===== src/dbgtc_regs.svh =====
`ifndef DBGTC_REGS_SVH
`define DBGTC_REGS_SVH

// ********************
// Register offsets.
// ********************
`define DBGTC_OFS_CONTROL 8'h20
`define DBGTC_OFS_STATUS 8'h21

// ********************
// Control register field positions.
// ********************
`define DBGTC_CTL_ENABLE_BIT 7
`define DBGTC_CTL_ARM_BIT 6
`define DBGTC_CTL_TSEL_BIT 5
`define DBGTC_CTL_BEGIN_BIT 4
`define DBGTC_CTL_BRK_BIT 3
`define DBGTC_CTL_CAP_MSB 1
`define DBGTC_CTL_CAP_LSB 0

// ********************
// Status register field positions.
// ********************
`define DBGTC_STS_FLAG_A_BIT 7
`define DBGTC_STS_FLAG_B_BIT 6
`define DBGTC_STS_FLAG_C_BIT 5
`define DBGTC_STS_TRG_MSB 3
`define DBGTC_STS_TRG_LSB 0

// ********************
// Reset values.
// ********************
`define DBGTC_RST_CONTROL 8'h00
`define DBGTC_RST_STATUS 8'h00
`define DBGTC_RST_RDATA 8'h00

`endif


===== src/dbgtc_pkg.sv =====
package dbgtc_pkg;

  // ********************
  // Capture modes.
  // ********************
  typedef enum logic [1:0] {
    DBGTC_CAP_NORMAL = 2'b00,
    DBGTC_CAP_DUP_SUPPRESS = 2'b01,
    DBGTC_CAP_DETAIL = 2'b10,
    DBGTC_CAP_PROFILE = 2'b11
  } dbgtc_cap_t;

  // ********************
  // Trigger modes; codes above outside range are reserved.
  // ********************
  typedef enum logic [3:0] {
    DBGTC_TRG_A_ONLY = 4'h0,
    DBGTC_TRG_A_OR_B = 4'h1,
    DBGTC_TRG_A_THEN_B = 4'h2,
    DBGTC_TRG_EVENT_B = 4'h3,
    DBGTC_TRG_A_THEN_EVENT_B = 4'h4,
    DBGTC_TRG_A_AND_B = 4'h5,
    DBGTC_TRG_A_NOT_B = 4'h6,
    DBGTC_TRG_INSIDE = 4'h7,
    DBGTC_TRG_OUTSIDE = 4'h8
  } dbgtc_trg_t;

  // ********************
  // Trigger sequencer states.
  // ********************
  typedef enum logic [1:0] {
    DBGTC_SEQ_WAIT_FIRST = 2'b00,
    DBGTC_SEQ_WAIT_SECOND = 2'b01,
    DBGTC_SEQ_FIRED = 2'b10
  } dbgtc_seq_t;

endpackage


===== src/dbgtc_trig.sv =====
`timescale 1ns/10ps

// ********************
// Trigger sequencer: turns comparator matches into trigger events.
// ********************
module dbgtc_trig (
  input wire logic ref_clk_in,
  input wire logic rst_n_in,
  input wire logic armed_in,
  input wire logic restart_in,
  input wire logic [3:0] trigger_mode_field_in,
  input wire logic match_a_in,
  input wire logic match_b_in,
  input wire logic in_range_in,
  output logic trig_a_out,
  output logic trig_b_out,
  output logic trigger_out,
  output logic event_store_out
);
  import dbgtc_pkg::*;

  dbgtc_trg_t mode;
  dbgtc_seq_t state_ff;
  dbgtc_seq_t nxt_state;
  wire logic seq_mode;
  wire logic first_seen;
  wire logic raw_trigger;

  // Reserved codes fall back to the single comparator mode.
  assign mode = (trigger_mode_field_in > 4'h8) ? DBGTC_TRG_A_ONLY :
                dbgtc_trg_t'(trigger_mode_field_in);

  assign seq_mode = (mode == DBGTC_TRG_A_THEN_B) || (mode == DBGTC_TRG_A_THEN_EVENT_B);
  assign first_seen = (state_ff == DBGTC_SEQ_WAIT_SECOND);

  always_comb begin
    trig_a_out = 1'b0;
    trig_b_out = 1'b0;
    event_store_out = 1'b0;
    case (mode)
      DBGTC_TRG_A_ONLY: begin
        trig_a_out = match_a_in;
      end
      DBGTC_TRG_A_OR_B: begin
        trig_a_out = match_a_in;
        trig_b_out = match_b_in;
      end
      DBGTC_TRG_A_THEN_B: begin
        trig_a_out = match_a_in;
        trig_b_out = match_b_in && first_seen;
      end
      DBGTC_TRG_EVENT_B: begin
        trig_b_out = match_b_in;
        event_store_out = match_b_in;
      end
      DBGTC_TRG_A_THEN_EVENT_B: begin
        trig_a_out = match_a_in;
        trig_b_out = match_b_in && first_seen;
        event_store_out = match_b_in && first_seen;
      end
      DBGTC_TRG_A_AND_B: begin
        trig_a_out = match_a_in && match_b_in;
        trig_b_out = match_a_in && match_b_in;
      end
      DBGTC_TRG_A_NOT_B: begin
        trig_a_out = match_a_in && !match_b_in;
        trig_b_out = match_a_in && !match_b_in;
      end
      DBGTC_TRG_INSIDE: begin
        trig_a_out = in_range_in;
        trig_b_out = in_range_in;
      end
      DBGTC_TRG_OUTSIDE: begin
        trig_a_out = !in_range_in;
        trig_b_out = !in_range_in;
      end
      default: begin
        trig_a_out = match_a_in;
      end
    endcase
  end

  assign raw_trigger = seq_mode ? trig_b_out :
                       (mode == DBGTC_TRG_A_OR_B) ? (trig_a_out || trig_b_out) :
                       (mode == DBGTC_TRG_EVENT_B) ? trig_b_out : trig_a_out;
  assign trigger_out = armed_in && (state_ff != DBGTC_SEQ_FIRED) && raw_trigger;

  always_comb begin
    nxt_state = state_ff;
    case (state_ff)
      DBGTC_SEQ_WAIT_FIRST: begin
        if (trigger_out) begin
          nxt_state = DBGTC_SEQ_FIRED;
        end else if (armed_in && seq_mode && match_a_in) begin
          nxt_state = DBGTC_SEQ_WAIT_SECOND;
        end
      end
      DBGTC_SEQ_WAIT_SECOND: begin
        if (trigger_out) begin
          nxt_state = DBGTC_SEQ_FIRED;
        end
      end
      DBGTC_SEQ_FIRED: begin
        nxt_state = DBGTC_SEQ_FIRED;
      end
      default: begin
        nxt_state = DBGTC_SEQ_WAIT_FIRST;
      end
    endcase
    if (restart_in || !armed_in) begin
      nxt_state = DBGTC_SEQ_WAIT_FIRST;
    end
  end

  always_ff @(posedge ref_clk_in or negedge rst_n_in) begin
    if (!rst_n_in) begin
      state_ff <= DBGTC_SEQ_WAIT_FIRST;
    end else begin
      state_ff <= nxt_state;
    end
  end

endmodule


===== src/dbgtc_ctrl.sv =====
// The strobed register port was chosen for this implementation.
`timescale 1ns/10ps
`include "dbgtc_regs.svh"

// Notes on behaviour
// Control register writes are ignored while legacy breakpoint mode is enabled.
// Control bit 7 enables debug operation; cannot be set in secure mode.
// Control bit 6 arms comparing and trace storing; clearing it stops both.
// Arm sets only when the same write sets enable; 01 acts as 00.
// Control bit 5 picks address-match or tagged triggering for comparators A, B.
// With break enabled, bit 5 also picks the breakpoint type.
// Control bit 4: 0 trigger ends storing, 1 trigger begins storing.
// Control bit 3 requests a CPU break when a tracing session completes.
// Capture field: 00 normal, 01 duplicate suppress, 10 detail, 11 profile.
// Duplicate suppress mode skips repeated entries into the trace memory.
// Detail mode stores every bus cycle except program fetch and free cycles.
// Profile mode returns the most recently executed instruction address.
// Status bit 7 flags trigger A after arming; cleared by arm write or status write.
// Status bit 6 flags trigger B after arming; cleared by arm write or status write.
// Status bit 5 flags comparator C after arming; cleared likewise.
// Trigger field 0000 to 0100: A, A or B, A then B, B, A then B.
// Field 0101 A and B, 0110 A not B, 0111 inside, 1000 outside range.
// Field values 1001 to 1111 behave as the A only mode.
// While armed only the enable and arm bits accept writes.
// Control bit 2 and status bit 4 read zero and ignore writes.
module dbgtc_ctrl #(
  parameter int ADDR_W = 8,
  parameter int BUS_ADDR_W = 16
) (
  input wire logic ref_clk_in,
  input wire logic rst_n_in,
  input wire logic [ADDR_W-1:0] reg_addr_in,
  input wire logic [7:0] reg_wdata_in,
  input wire logic reg_wr_in,
  input wire logic reg_rd_in,
  output logic [7:0] reg_rdata_out,
  input wire logic secure_mode_in,
  input wire logic legacy_breakpoint_enable_in,
  input wire logic match_a_in,
  input wire logic match_b_in,
  input wire logic match_c_in,
  input wire logic in_range_in,
  input wire logic bus_valid_in,
  input wire logic bus_prog_fetch_in,
  input wire logic bus_free_in,
  input wire logic bus_cof_in,
  input wire logic [BUS_ADDR_W-1:0] bus_addr_in,
  input wire logic instr_exec_in,
  input wire logic [BUS_ADDR_W-1:0] instr_addr_in,
  input wire logic session_done_in,
  output logic debug_operation_enable_out,
  output logic armed_out,
  output logic trigger_type_select_out,
  output logic begin_trigger_out,
  output dbgtc_pkg::dbgtc_cap_t capture_mode_field_out,
  output logic [3:0] trigger_mode_field_out,
  output logic compare_enable_out,
  output logic trigger_out,
  output logic store_strobe_out,
  output logic [BUS_ADDR_W-1:0] store_addr_out,
  output logic [BUS_ADDR_W-1:0] profile_addr_out,
  output logic cpu_break_request_out,
  output logic break_tagged_out
);
  import dbgtc_pkg::*;

  // ********************
  // Parameter checks.
  // ********************
  if (ADDR_W < 6) begin : g_addr_check
    $error("ADDR_W too small to hold the register offsets.");
  end
  if (BUS_ADDR_W < 1) begin : g_bus_check
    $error("BUS_ADDR_W must be at least one.");
  end

  // ********************
  // Register state.
  // ********************
  logic debug_enable_ff;
  logic arm_ff;
  logic tsel_ff;
  logic begin_ff;
  logic brk_ff;
  dbgtc_cap_t cap_ff;
  logic [3:0] trg_ff;
  logic flag_a_ff;
  logic flag_b_ff;
  logic flag_c_ff;
  logic [7:0] rdata_ff;
  logic triggered_ff;
  logic store_ff;
  logic [BUS_ADDR_W-1:0] store_addr_ff;
  logic [BUS_ADDR_W-1:0] last_store_ff;
  logic last_valid_ff;
  logic [BUS_ADDR_W-1:0] profile_ff;
  logic break_ff;
  logic trigger_ff;

  logic nxt_debug_enable;
  logic nxt_arm;
  logic nxt_tsel;
  logic nxt_begin;
  logic nxt_brk;
  dbgtc_cap_t nxt_cap;
  logic [3:0] nxt_trg;
  logic nxt_flag_a;
  logic nxt_flag_b;
  logic nxt_flag_c;
  logic nxt_triggered;

  // ********************
  // Address decode and write qualification.
  // ********************
  wire logic sel_control;
  wire logic sel_status;
  wire logic wr_control;
  wire logic wr_status;
  wire logic wr_enable_bit;
  wire logic wr_arm_bit;
  wire logic arm_restart;
  wire logic [7:0] control_view;
  wire logic [7:0] status_view;
  wire logic [7:0] read_mux;

  assign sel_control = (reg_addr_in == ADDR_W'(`DBGTC_OFS_CONTROL));
  assign sel_status = (reg_addr_in == ADDR_W'(`DBGTC_OFS_STATUS));
  assign wr_control = reg_wr_in && sel_control && !legacy_breakpoint_enable_in;
  assign wr_status = reg_wr_in && sel_status && !arm_ff;
  assign wr_enable_bit = reg_wdata_in[`DBGTC_CTL_ENABLE_BIT] && !secure_mode_in;
  assign wr_arm_bit = reg_wdata_in[`DBGTC_CTL_ARM_BIT] && wr_enable_bit;
  assign arm_restart = wr_control && wr_arm_bit;

  // ********************
  // Trigger sequencer.
  // ********************
  wire logic trig_a;
  wire logic trig_b;
  wire logic trig_event;
  wire logic event_store;

  dbgtc_trig u_trig (
    .ref_clk_in(ref_clk_in),
    .rst_n_in(rst_n_in),
    .armed_in(arm_ff),
    .restart_in(arm_restart),
    .trigger_mode_field_in(trg_ff),
    .match_a_in(match_a_in),
    .match_b_in(match_b_in),
    .in_range_in(in_range_in),
    .trig_a_out(trig_a),
    .trig_b_out(trig_b),
    .trigger_out(trig_event),
    .event_store_out(event_store)
  );

  // ********************
  // Control and status next values.
  // ********************
  always_comb begin
    nxt_debug_enable = debug_enable_ff;
    nxt_arm = arm_ff;
    nxt_tsel = tsel_ff;
    nxt_begin = begin_ff;
    nxt_brk = brk_ff;
    nxt_cap = cap_ff;
    nxt_trg = trg_ff;
    if (wr_control) begin
      nxt_debug_enable = wr_enable_bit;
      nxt_arm = wr_arm_bit;
      if (!arm_ff) begin
        nxt_tsel = reg_wdata_in[`DBGTC_CTL_TSEL_BIT];
        nxt_begin = reg_wdata_in[`DBGTC_CTL_BEGIN_BIT];
        nxt_brk = reg_wdata_in[`DBGTC_CTL_BRK_BIT];
        nxt_cap = dbgtc_cap_t'(reg_wdata_in[`DBGTC_CTL_CAP_MSB:`DBGTC_CTL_CAP_LSB]);
      end
    end else if (session_done_in && arm_ff) begin
      nxt_arm = 1'b0;
    end
    if (wr_status) begin
      nxt_trg = reg_wdata_in[`DBGTC_STS_TRG_MSB:`DBGTC_STS_TRG_LSB];
    end
  end

  // Flags: a match in a clearing cycle still sets the flag only on a re-arm write while already armed.
  always_comb begin
    nxt_flag_a = flag_a_ff;
    nxt_flag_b = flag_b_ff;
    nxt_flag_c = flag_c_ff;
    if (arm_restart || wr_status) begin
      nxt_flag_a = 1'b0;
      nxt_flag_b = 1'b0;
      nxt_flag_c = 1'b0;
    end
    if (arm_ff && trig_a) begin
      nxt_flag_a = 1'b1;
    end
    if (arm_ff && trig_b) begin
      nxt_flag_b = 1'b1;
    end
    if (arm_ff && match_c_in) begin
      nxt_flag_c = 1'b1;
    end
  end

  always_comb begin
    nxt_triggered = triggered_ff;
    if (arm_restart || !arm_ff) begin
      nxt_triggered = 1'b0;
    end else if (trig_event) begin
      nxt_triggered = 1'b1;
    end
  end

  // ********************
  // Capture qualification.
  // ********************
  wire logic store_window;
  wire logic normal_hit;
  wire logic dup_hit;
  wire logic detail_hit;
  wire logic mode_hit;
  wire logic event_mode;
  wire logic do_store;

  assign event_mode = (trg_ff == 4'h3) || (trg_ff == 4'h4);
  assign store_window = begin_ff ? (triggered_ff || trig_event) : !triggered_ff;
  assign normal_hit = bus_valid_in && bus_cof_in;
  assign dup_hit = normal_hit && !(last_valid_ff && (bus_addr_in == last_store_ff));
  assign detail_hit = bus_valid_in && !bus_prog_fetch_in && !bus_free_in;
  assign mode_hit = (cap_ff == DBGTC_CAP_NORMAL) ? normal_hit :
                    (cap_ff == DBGTC_CAP_DUP_SUPPRESS) ? dup_hit :
                    (cap_ff == DBGTC_CAP_DETAIL) ? detail_hit : 1'b0;
  assign do_store = arm_ff && debug_enable_ff &&
                    (event_mode ? event_store : (store_window && mode_hit));

  // ********************
  // Read data.
  // ********************
  assign control_view = {debug_enable_ff, arm_ff, tsel_ff, begin_ff, brk_ff, 1'b0,
                         cap_ff};
  assign status_view = {flag_a_ff, flag_b_ff, flag_c_ff, 1'b0, trg_ff};
  assign read_mux = sel_control ? control_view :
                    sel_status ? status_view : `DBGTC_RST_RDATA;

  // ********************
  // Register updates.
  // ********************
  always_ff @(posedge ref_clk_in or negedge rst_n_in) begin
    if (!rst_n_in) begin
      debug_enable_ff <= 1'b0;
      arm_ff <= 1'b0;
      tsel_ff <= 1'b0;
      begin_ff <= 1'b0;
      brk_ff <= 1'b0;
      cap_ff <= DBGTC_CAP_NORMAL;
    end else begin
      debug_enable_ff <= nxt_debug_enable;
      arm_ff <= nxt_arm;
      tsel_ff <= nxt_tsel;
      begin_ff <= nxt_begin;
      brk_ff <= nxt_brk;
      cap_ff <= nxt_cap;
    end
  end

  always_ff @(posedge ref_clk_in or negedge rst_n_in) begin
    if (!rst_n_in) begin
      trg_ff <= 4'h0;
      flag_a_ff <= 1'b0;
      flag_b_ff <= 1'b0;
      flag_c_ff <= 1'b0;
      triggered_ff <= 1'b0;
    end else begin
      trg_ff <= nxt_trg;
      flag_a_ff <= nxt_flag_a;
      flag_b_ff <= nxt_flag_b;
      flag_c_ff <= nxt_flag_c;
      triggered_ff <= nxt_triggered;
    end
  end

  always_ff @(posedge ref_clk_in or negedge rst_n_in) begin
    if (!rst_n_in) begin
      rdata_ff <= `DBGTC_RST_RDATA;
    end else if (reg_rd_in) begin
      rdata_ff <= read_mux;
    end else begin
      rdata_ff <= `DBGTC_RST_RDATA;
    end
  end

  // ********************
  // Trace store path.
  // ********************
  always_ff @(posedge ref_clk_in or negedge rst_n_in) begin
    if (!rst_n_in) begin
      store_ff <= 1'b0;
      store_addr_ff <= '0;
    end else begin
      store_ff <= do_store;
      store_addr_ff <= do_store ? bus_addr_in : store_addr_ff;
    end
  end

  always_ff @(posedge ref_clk_in or negedge rst_n_in) begin
    if (!rst_n_in) begin
      last_store_ff <= '0;
      last_valid_ff <= 1'b0;
    end else if (arm_restart) begin
      last_valid_ff <= 1'b0;
    end else if (do_store) begin
      last_store_ff <= bus_addr_in;
      last_valid_ff <= 1'b1;
    end
  end

  always_ff @(posedge ref_clk_in or negedge rst_n_in) begin
    if (!rst_n_in) begin
      profile_ff <= '0;
    end else if (instr_exec_in && (cap_ff == DBGTC_CAP_PROFILE)) begin
      profile_ff <= instr_addr_in;
    end
  end

  // ********************
  // Break request and trigger outputs.
  // ********************
  always_ff @(posedge ref_clk_in or negedge rst_n_in) begin
    if (!rst_n_in) begin
      break_ff <= 1'b0;
      trigger_ff <= 1'b0;
    end else begin
      break_ff <= session_done_in && arm_ff && brk_ff && debug_enable_ff;
      trigger_ff <= trig_event;
    end
  end

  assign reg_rdata_out = rdata_ff;
  assign debug_operation_enable_out = debug_enable_ff;
  assign armed_out = arm_ff;
  assign trigger_type_select_out = tsel_ff;
  assign begin_trigger_out = begin_ff;
  assign capture_mode_field_out = cap_ff;
  assign trigger_mode_field_out = trg_ff;
  assign compare_enable_out = arm_ff;
  assign trigger_out = trigger_ff;
  assign store_strobe_out = store_ff;
  assign store_addr_out = store_addr_ff;
  assign profile_addr_out = profile_ff;
  assign cpu_break_request_out = break_ff;
  assign break_tagged_out = tsel_ff;

endmodule


===== config.mk =====
export PLATFORM = sky130hd
export DESIGN_NAME = dbgtc_ctrl
export DESIGN_NICKNAME = d
export VERILOG_FILES = /design/src/dbgtc_pkg.sv /design/src/dbgtc_trig.sv /design/src/dbgtc_ctrl.sv
export VERILOG_INCLUDE_DIRS = /design/src
export SDC_FILE = /design/constraint.sdc
export NUM_CORES = 1
export LEC_CHECK = 0
export BUFFER_PORTS_ARGS = -buffer_cell sky130_fd_sc_hd__buf_4
export CORE_MARGIN = 3
export CORE_UTILIZATION = 50
export DETAILED_ROUTE_END_ITERATION = 10
export PLACE_DENSITY = 0.77
export SYNTH_ARGS = -nofsm -noshare
export SYNTH_HDL_FRONTEND = slang
export SYNTH_HIERARCHICAL = 1
export SYNTH_SLANG_ARGS = --single-unit

===== constraint.sdc =====
create_clock -name ref_clk_in -period 3.6 [get_ports ref_clk_in]
set_input_delay 0.72 -clock ref_clk_in [delete_from_list [all_inputs] [get_ports ref_clk_in]]
set_output_delay 0.72 -clock ref_clk_in [all_outputs]
set_load 0.02 [all_outputs]

After elaboration in Yosys (flattened, before gate mapping)
Index checks and enable logic that the tools add are counted.

word-level totals
  memories = 0
  logic and storage cells = 131
  bits in latches = 0
  flip-flop bits (word level) = 77
  output and inout port bits = 55
  ROM bits = 0
  bits of input ports = 64
  memory bits (writable) = 0

operators by class
  div/mod/pow operators = 0
  shift-type cells = 0
  add/sub/neg operators = 0
  bitwise operators = 2
  multipliers = 0
  muxes and demuxes = 30
  equal/unequal tests = 21
  reduce and logical (&&, ||, !) cells = 57
  magnitude comparators = 1

operators with widths
  kind                  number
  $logic_and A1 B1 Y1   29
  $mux W8               3
  $eq A4 B3 Y1 const B  5
  $mux W1               18
  $eq A16 B16 Y1        1
  $eq A8 B6 Y1 const B  2
  $eq A4 B2 Y1 const B  3
  $reduce_bool A2 Y1    6
  $logic_not A1 Y1      9
  $mux W2               4
  $eq A2 B2 Y1 const B  3
  $logic_or A1 B1 Y1    6
  $pmux W1 S6           1
  $pmux W2 S3           1
  $reduce_and A2 Y1     3
  $pmux W1 S5           1
  $eq A2 B1 Y1 const B  2
  $eq A4 B1 Y1 const B  1
  $eq A4 B4 Y1 const B  1
  $gt A4 B4 Y1 const B  1
  $logic_not A2 Y1      2
  $mux W4               1
  $ne A4 B3 Y1 const B  1
  $reduce_or A2 Y1      2
  4 further kinds       5

Logic depth before layout (Yosys ltp)
  word-level depth = 16
  gate-level depth with buffers = 15
  depth with buffers taken out = 12

Hierarchy
Netlist, hierarchy kept.

by module, submodules not included
  module      area an instance (µm²)  seq. area each (µm²)  cells each  instances
  dbgtc_ctrl  3,146.8                 1,876.8               217         1
  dbgtc_trig  417.9                   50.0                  52          1

Worst setup path before layout
No wires, ideal clock.

  path type = register to register
  from = register trg_ff[0], in the netlist trigger_mode_field_out[0]
  to = register last_store_ff[10]
  stages on the path, launching flop included = 15
  arrival = 3.271 ns
  library setup time = 0.125 ns
  clock period less this slack = 3.396 ns
  data required time = 3.475 ns
  setup slack = 0.204 ns
  buffers on the path = 4
  cells stage by stage = dfrtp_1 -> buf_6 -> or4b_4 -> o22ai_2 -> nor2_2 -> a311oi_4 -> o21a_1 -> o221a_1 -> mux2i_1 -> a211o_1 -> buf_6 -> a31o_1 -> buf_6 -> buf_6 -> mux2_4

between the ends
  longest elaborated chain between the ends = 15
  elaborated cells between the ends (all ways) = 30
  those cells by class = order compare (1); eq/ne (10); mux (9); reduce/logical (10)

RTL lines
  element                                        line                                source
  start: declaration                             dbgtc_ctrl.sv:86                    logic [3:0] trg_ff;
  start signal: assignment                       dbgtc_ctrl.sv:275                   trg_ff <= nxt_trg;
  $gt A4 B4 Y1                                   dbgtc_trig.sv:30                    assign mode = (trigger_mode_field_in > 4'h8) ? DBGTC_TRG_A_ONLY :
  $mux W4 (*)                                    dbgtc_trig.sv:30
  $eq A4 B3 Y1 (tied with other cells)           dbgtc_trig.sv:33, dbgtc_trig.sv:40
  $reduce_or A2 Y1 (no line)                     --
  $pmux W1 S6                                    dbgtc_trig.sv:40                    case (mode)
  $mux W1 or $logic_or A1 B1 Y1 (tied branches)  dbgtc_trig.sv:85, dbgtc_trig.sv:84
  $mux W1                                        dbgtc_trig.sv:84                    (mode == DBGTC_TRG_A_OR_B) ? (trig_a_out || trig_b_out) :
  $mux W1 (*)                                    dbgtc_trig.sv:83                    assign raw_trigger = seq_mode ? trig_b_out :
  $logic_and A1 B1 Y1 (*)                        dbgtc_trig.sv:86                    assign trigger_out = armed_in && (state_ff != DBGTC_SEQ_FIRED) && raw_trigger;
  net trig_event                                 dbgtc_ctrl.sv:139                   wire logic trig_event;
  $logic_or A1 B1 Y1 (*)                         dbgtc_ctrl.sv:227                   assign store_window = begin_ff ? (triggered_ff || trig_event) : !triggered_ff;
  $mux W1 (*)                                    dbgtc_ctrl.sv:227
  $logic_and A1 B1 Y1 (*)                        dbgtc_ctrl.sv:235                   (event_mode ? event_store : (store_window && mode_hit));
  $mux W1 (*)                                    dbgtc_ctrl.sv:235
  $logic_and A1 B1 Y1 (*)                        dbgtc_ctrl.sv:234                   assign do_store = arm_ff && debug_enable_ff &&
  $reduce_and A2 Y1 (no line) (*)                --
  end signal: assignment                         dbgtc_ctrl.sv:313                   last_store_ff <= bus_addr_in;
  end: declaration                               dbgtc_ctrl.sv:94                    logic [BUS_ADDR_W-1:0] last_store_ff;

Mark *: on every way through the listed nets, which the timed path passes. The rest lies on a longest branch.
A chain may end at the register's enable or synchronous reset.

Final worst setup path
Same ends and word-level chain as after synthesis.

==> key figures <==
Run status
  – Status: completed

Clock tree
  – Worst-skew pair later-pin latency: between 300 and 400 ps
  – CTS sink cnt: between 70 and 80
  – CTS buffer count: 9
  – Postcts setup bufs: 0
  – Post-CTS Hold Buffers: 0
  – Clock root buffer: clkbuf_8
  – Max clock buf depth: 2
  – Clock transition at path regs: 80 ps
  – # H-tree levels: 3
  – Post_cts resized: 0
  – CTS tree: done

Critical path
  – Worst path top cell family by delay: compound AO/OA/AOI/OAI gates
  – Crit path cell chain: or4b_4 -> o22ai_2 -> nor2_2 -> a311oi_4 -> o21a_1 -> o221a_1 -> mux2i_1 -> a211o_1 -> a31o_1 -> buf_4 -> mux2_4
  – Setup crit end kind: flip-flop
  – Critical Path RT: approximately 3800 ps
  – Max FO, Critical Path: 16
  – Crit path buffers/inverters: 1
  – CP Launch Type: flip-flop
  – CP max stage delay: 600 ps
  – Crit Path Class: reg -> reg
  – Slowest CP cell: or4b_4
  – Worst EP arrival: 3360 ps

Floorplan
  – Die Span X: 90.4 um
  – Die H: roughly 90 um
  – Floorplan core area: 6870 um^2
  – Die area: a little over 8000 um^2
  – Site Rows: 30
  – I/O pin count: 119
  – Initial core utilization: 0.519

Pwr
  – Lkg Pwr: 0.00242 uW
  – Total power: about 1700 uW
  – Power Density: 368 nW/um^2
  – Maximum VDD drop: 276 uV

Synthesis
  – Syn Nets: 337
  – Synth Area per Inst: 13.3 um^2
  – Synth area leader: dfrtp_1
  – Mapped Area: 3560 um^2
  – #FFs+latches synth: 77
  – Post-synthesis cell count: 269
  – Ys async rst share: 1.00
  – Proportion of netlist area held by the largest area contributor: 0.541
  – Register area share after synthesis: 0.541
  – Top post-synthesis cells by area: dfrtp_1 54%, mux2_2 15%, mux2_4 4.2%
  – Ys flop type: dfrtp_1
  – Post-synth EDFFs: 0
  – Count of cell types in the netlist: 53
  – Synth warnings: 6

Timing
  – Final setup fails: 0
  – Final hold vios: 0
  – Fin. max-slew vios: 0
  – Total Neg Setup Slack: 0 ps
  – Minimum clock period: 3140 ps
  – Clock Skews: 10.7 ps
  – Max Freq: 0.319 GHz
  – Unrepaired setup endpoints after global routing: no
  – Slew margin rel.: 0.359
  – Fin crit share: 0.872
  – Worst slew pin tran: roughly 960 ps

Placement
  – GP Congestion: 0.835
  – Placed cells: 480
  – Post-detail-place hpwl: a little under 6 mm
  – Port-buffer cells: 118

Routing
  – Drt total wl: ~8 mm
  – Routed len/inst: approximately 16 um
  – Drt initial violations: 52
  – Total number of vias: roughly 2600
  – Routed Antenna Nets: 0
  – Met3 WL: 588 um
  – Remaining routing DRC violations: 0
  – Vias per std cell: 5.15
  – First-pass DRT Iterations: 4
  – Top Layer Used: met4
  – Post-Route M1 WL: 3.17 mm
  – Met2 Wirelength: roughly 4.1 mm

Run
  – Max Cap Viol: 0

Min path
  – Worst Hold Class: in -> async

GRT
  – Largest net degree at the start of global routing: 78
  – First-pass GRT wire length: 13.0 mm
  – Vias in the first global route: 2685
  – GRT Total Usage: 0.198
  – Total gr overflow: 0
  – Initial antenna violation count: 0

Final layout
  – Final net count: 463
  – Final std cells w/o fill: between 400 and 500
  – Layout cells sized above 1: 0.518
  – Area delta synth->final: 32.9%
  – Fillers: 522
  – Antenna Cells: 0
## path summary, 6_finish.rpt
check                                                from                  to  slack (ps)  cells after the start
max in group asynchronous                        rst_n_in       last_valid_ff        2450                      1
min in group ref_clk_in                         flag_a_ff           flag_a_ff         510                      1
worst min-delay path                             rst_n_in  u_trig/state_ff[1]         510                      1
worst max-delay path            trigger_mode_field_out[0]   last_store_ff[10]         460                     11
worst max register to register  trigger_mode_field_out[0]   last_store_ff[10]         460                     11
worst min register to register                  flag_a_ff           flag_a_ff         510                      1
## through the flow
step / worst slack (ps) / utilization / cell area [um^2] / hold slack (ps)
after floorplan: 204 / - / 3560 / 424
after global placement: 310 / 0.662 / 4550 / 482
after detailed placement: 263 / 0.662 / 4550 / 486
after CTS: 440 / 0.690 / 4740 / 509
after global routing: 275 / 0.690 / 4740 / 536
final: 461 / 0.690 / 4740 / 505
## final cells by class
class / count / area, um^2 / share of cell area
clock buffers: 11 / 131 / 0.0277
clock inverters: 5 / 60.1 / 0.0127
inverters: 7 / 26.3 / 0.00555
multi-input cells: 175 / 1540 / 0.324
flip-flops and latches: 77 / 1930 / 0.407
well taps: 96 / 120 / 0.0253
repair buffers: 125 / 938 / 0.198
## cell usage after synthesis, types with 7 or more instances
| cell | n |
|---|---|
| dfrtp_1 | 77 |
| mux2_2 | 48 |
| nor2_1 | 17 |
| xnor2_1 | 17 |
| nand2_1 | 11 |
| mux2_4 | 10 |
| mux2i_1 | 8 |
| inv_1 | 7 |
## flip-flops by register name, summed over array words and instances, names as in the netlist, 2 cells and up
signal / flops
last_store_ff: 16
profile_addr_out: 16
store_addr_out: 16
reg_rdata_out: 8
trigger_mode_field_out: 4
capture_mode_field_out: 2
u_trig/state_ff: 2
## metal layers
metal  GRT usage  vias up
met1       0.233     1252
met3      0.0542        6
met2       0.348       87
met4      0.0676        0
met5           0        -
li1            -     1210
## power breakdown
part / switching, uW / internal (uW)
combinational: 88.7 / 108
clock: 318 / 324
sequential: 18.1 / 888
total: 425 / 1320
## cells by family (layout without fill, tap and decap cells)
group / count (synthesis) / after routing / share of synthesized area
flip-flops: 77 / 77 / 0.541
adder cells (fa/ha/maj): 4 / 4 / 0.0140
multiplexers: 66 / 66 / 0.216
AND/OR/NAND/NOR: 63 / 63 / 0.102
AO/OA/AOI/OAI: 25 / 25 / 0.0569
buffers and inverters: 17 / 148 / 0.0288
XOR/XNOR: 17 / 17 / 0.0418
## cell usage in the layout (no fill, tap or decap), drive strengths merged, types with 2 or more instances in the layout
cell,count
inv,8
mux2i,8
nor4b,3
a22o,3
mux2,58
nand2,11
buf,125
nand3,3
nor3b,2
nor4,2
and4,2
a31o,2
nor2b,3
nor3,2
xnor2,17
nor2,18
ha,4
nand4,4
a21oi,5
o21ai,4
or2b,2
clkinv,2
nand2b,2
clkbuf,11
dfrtp,77
Power figures use the tool's default switching activity.
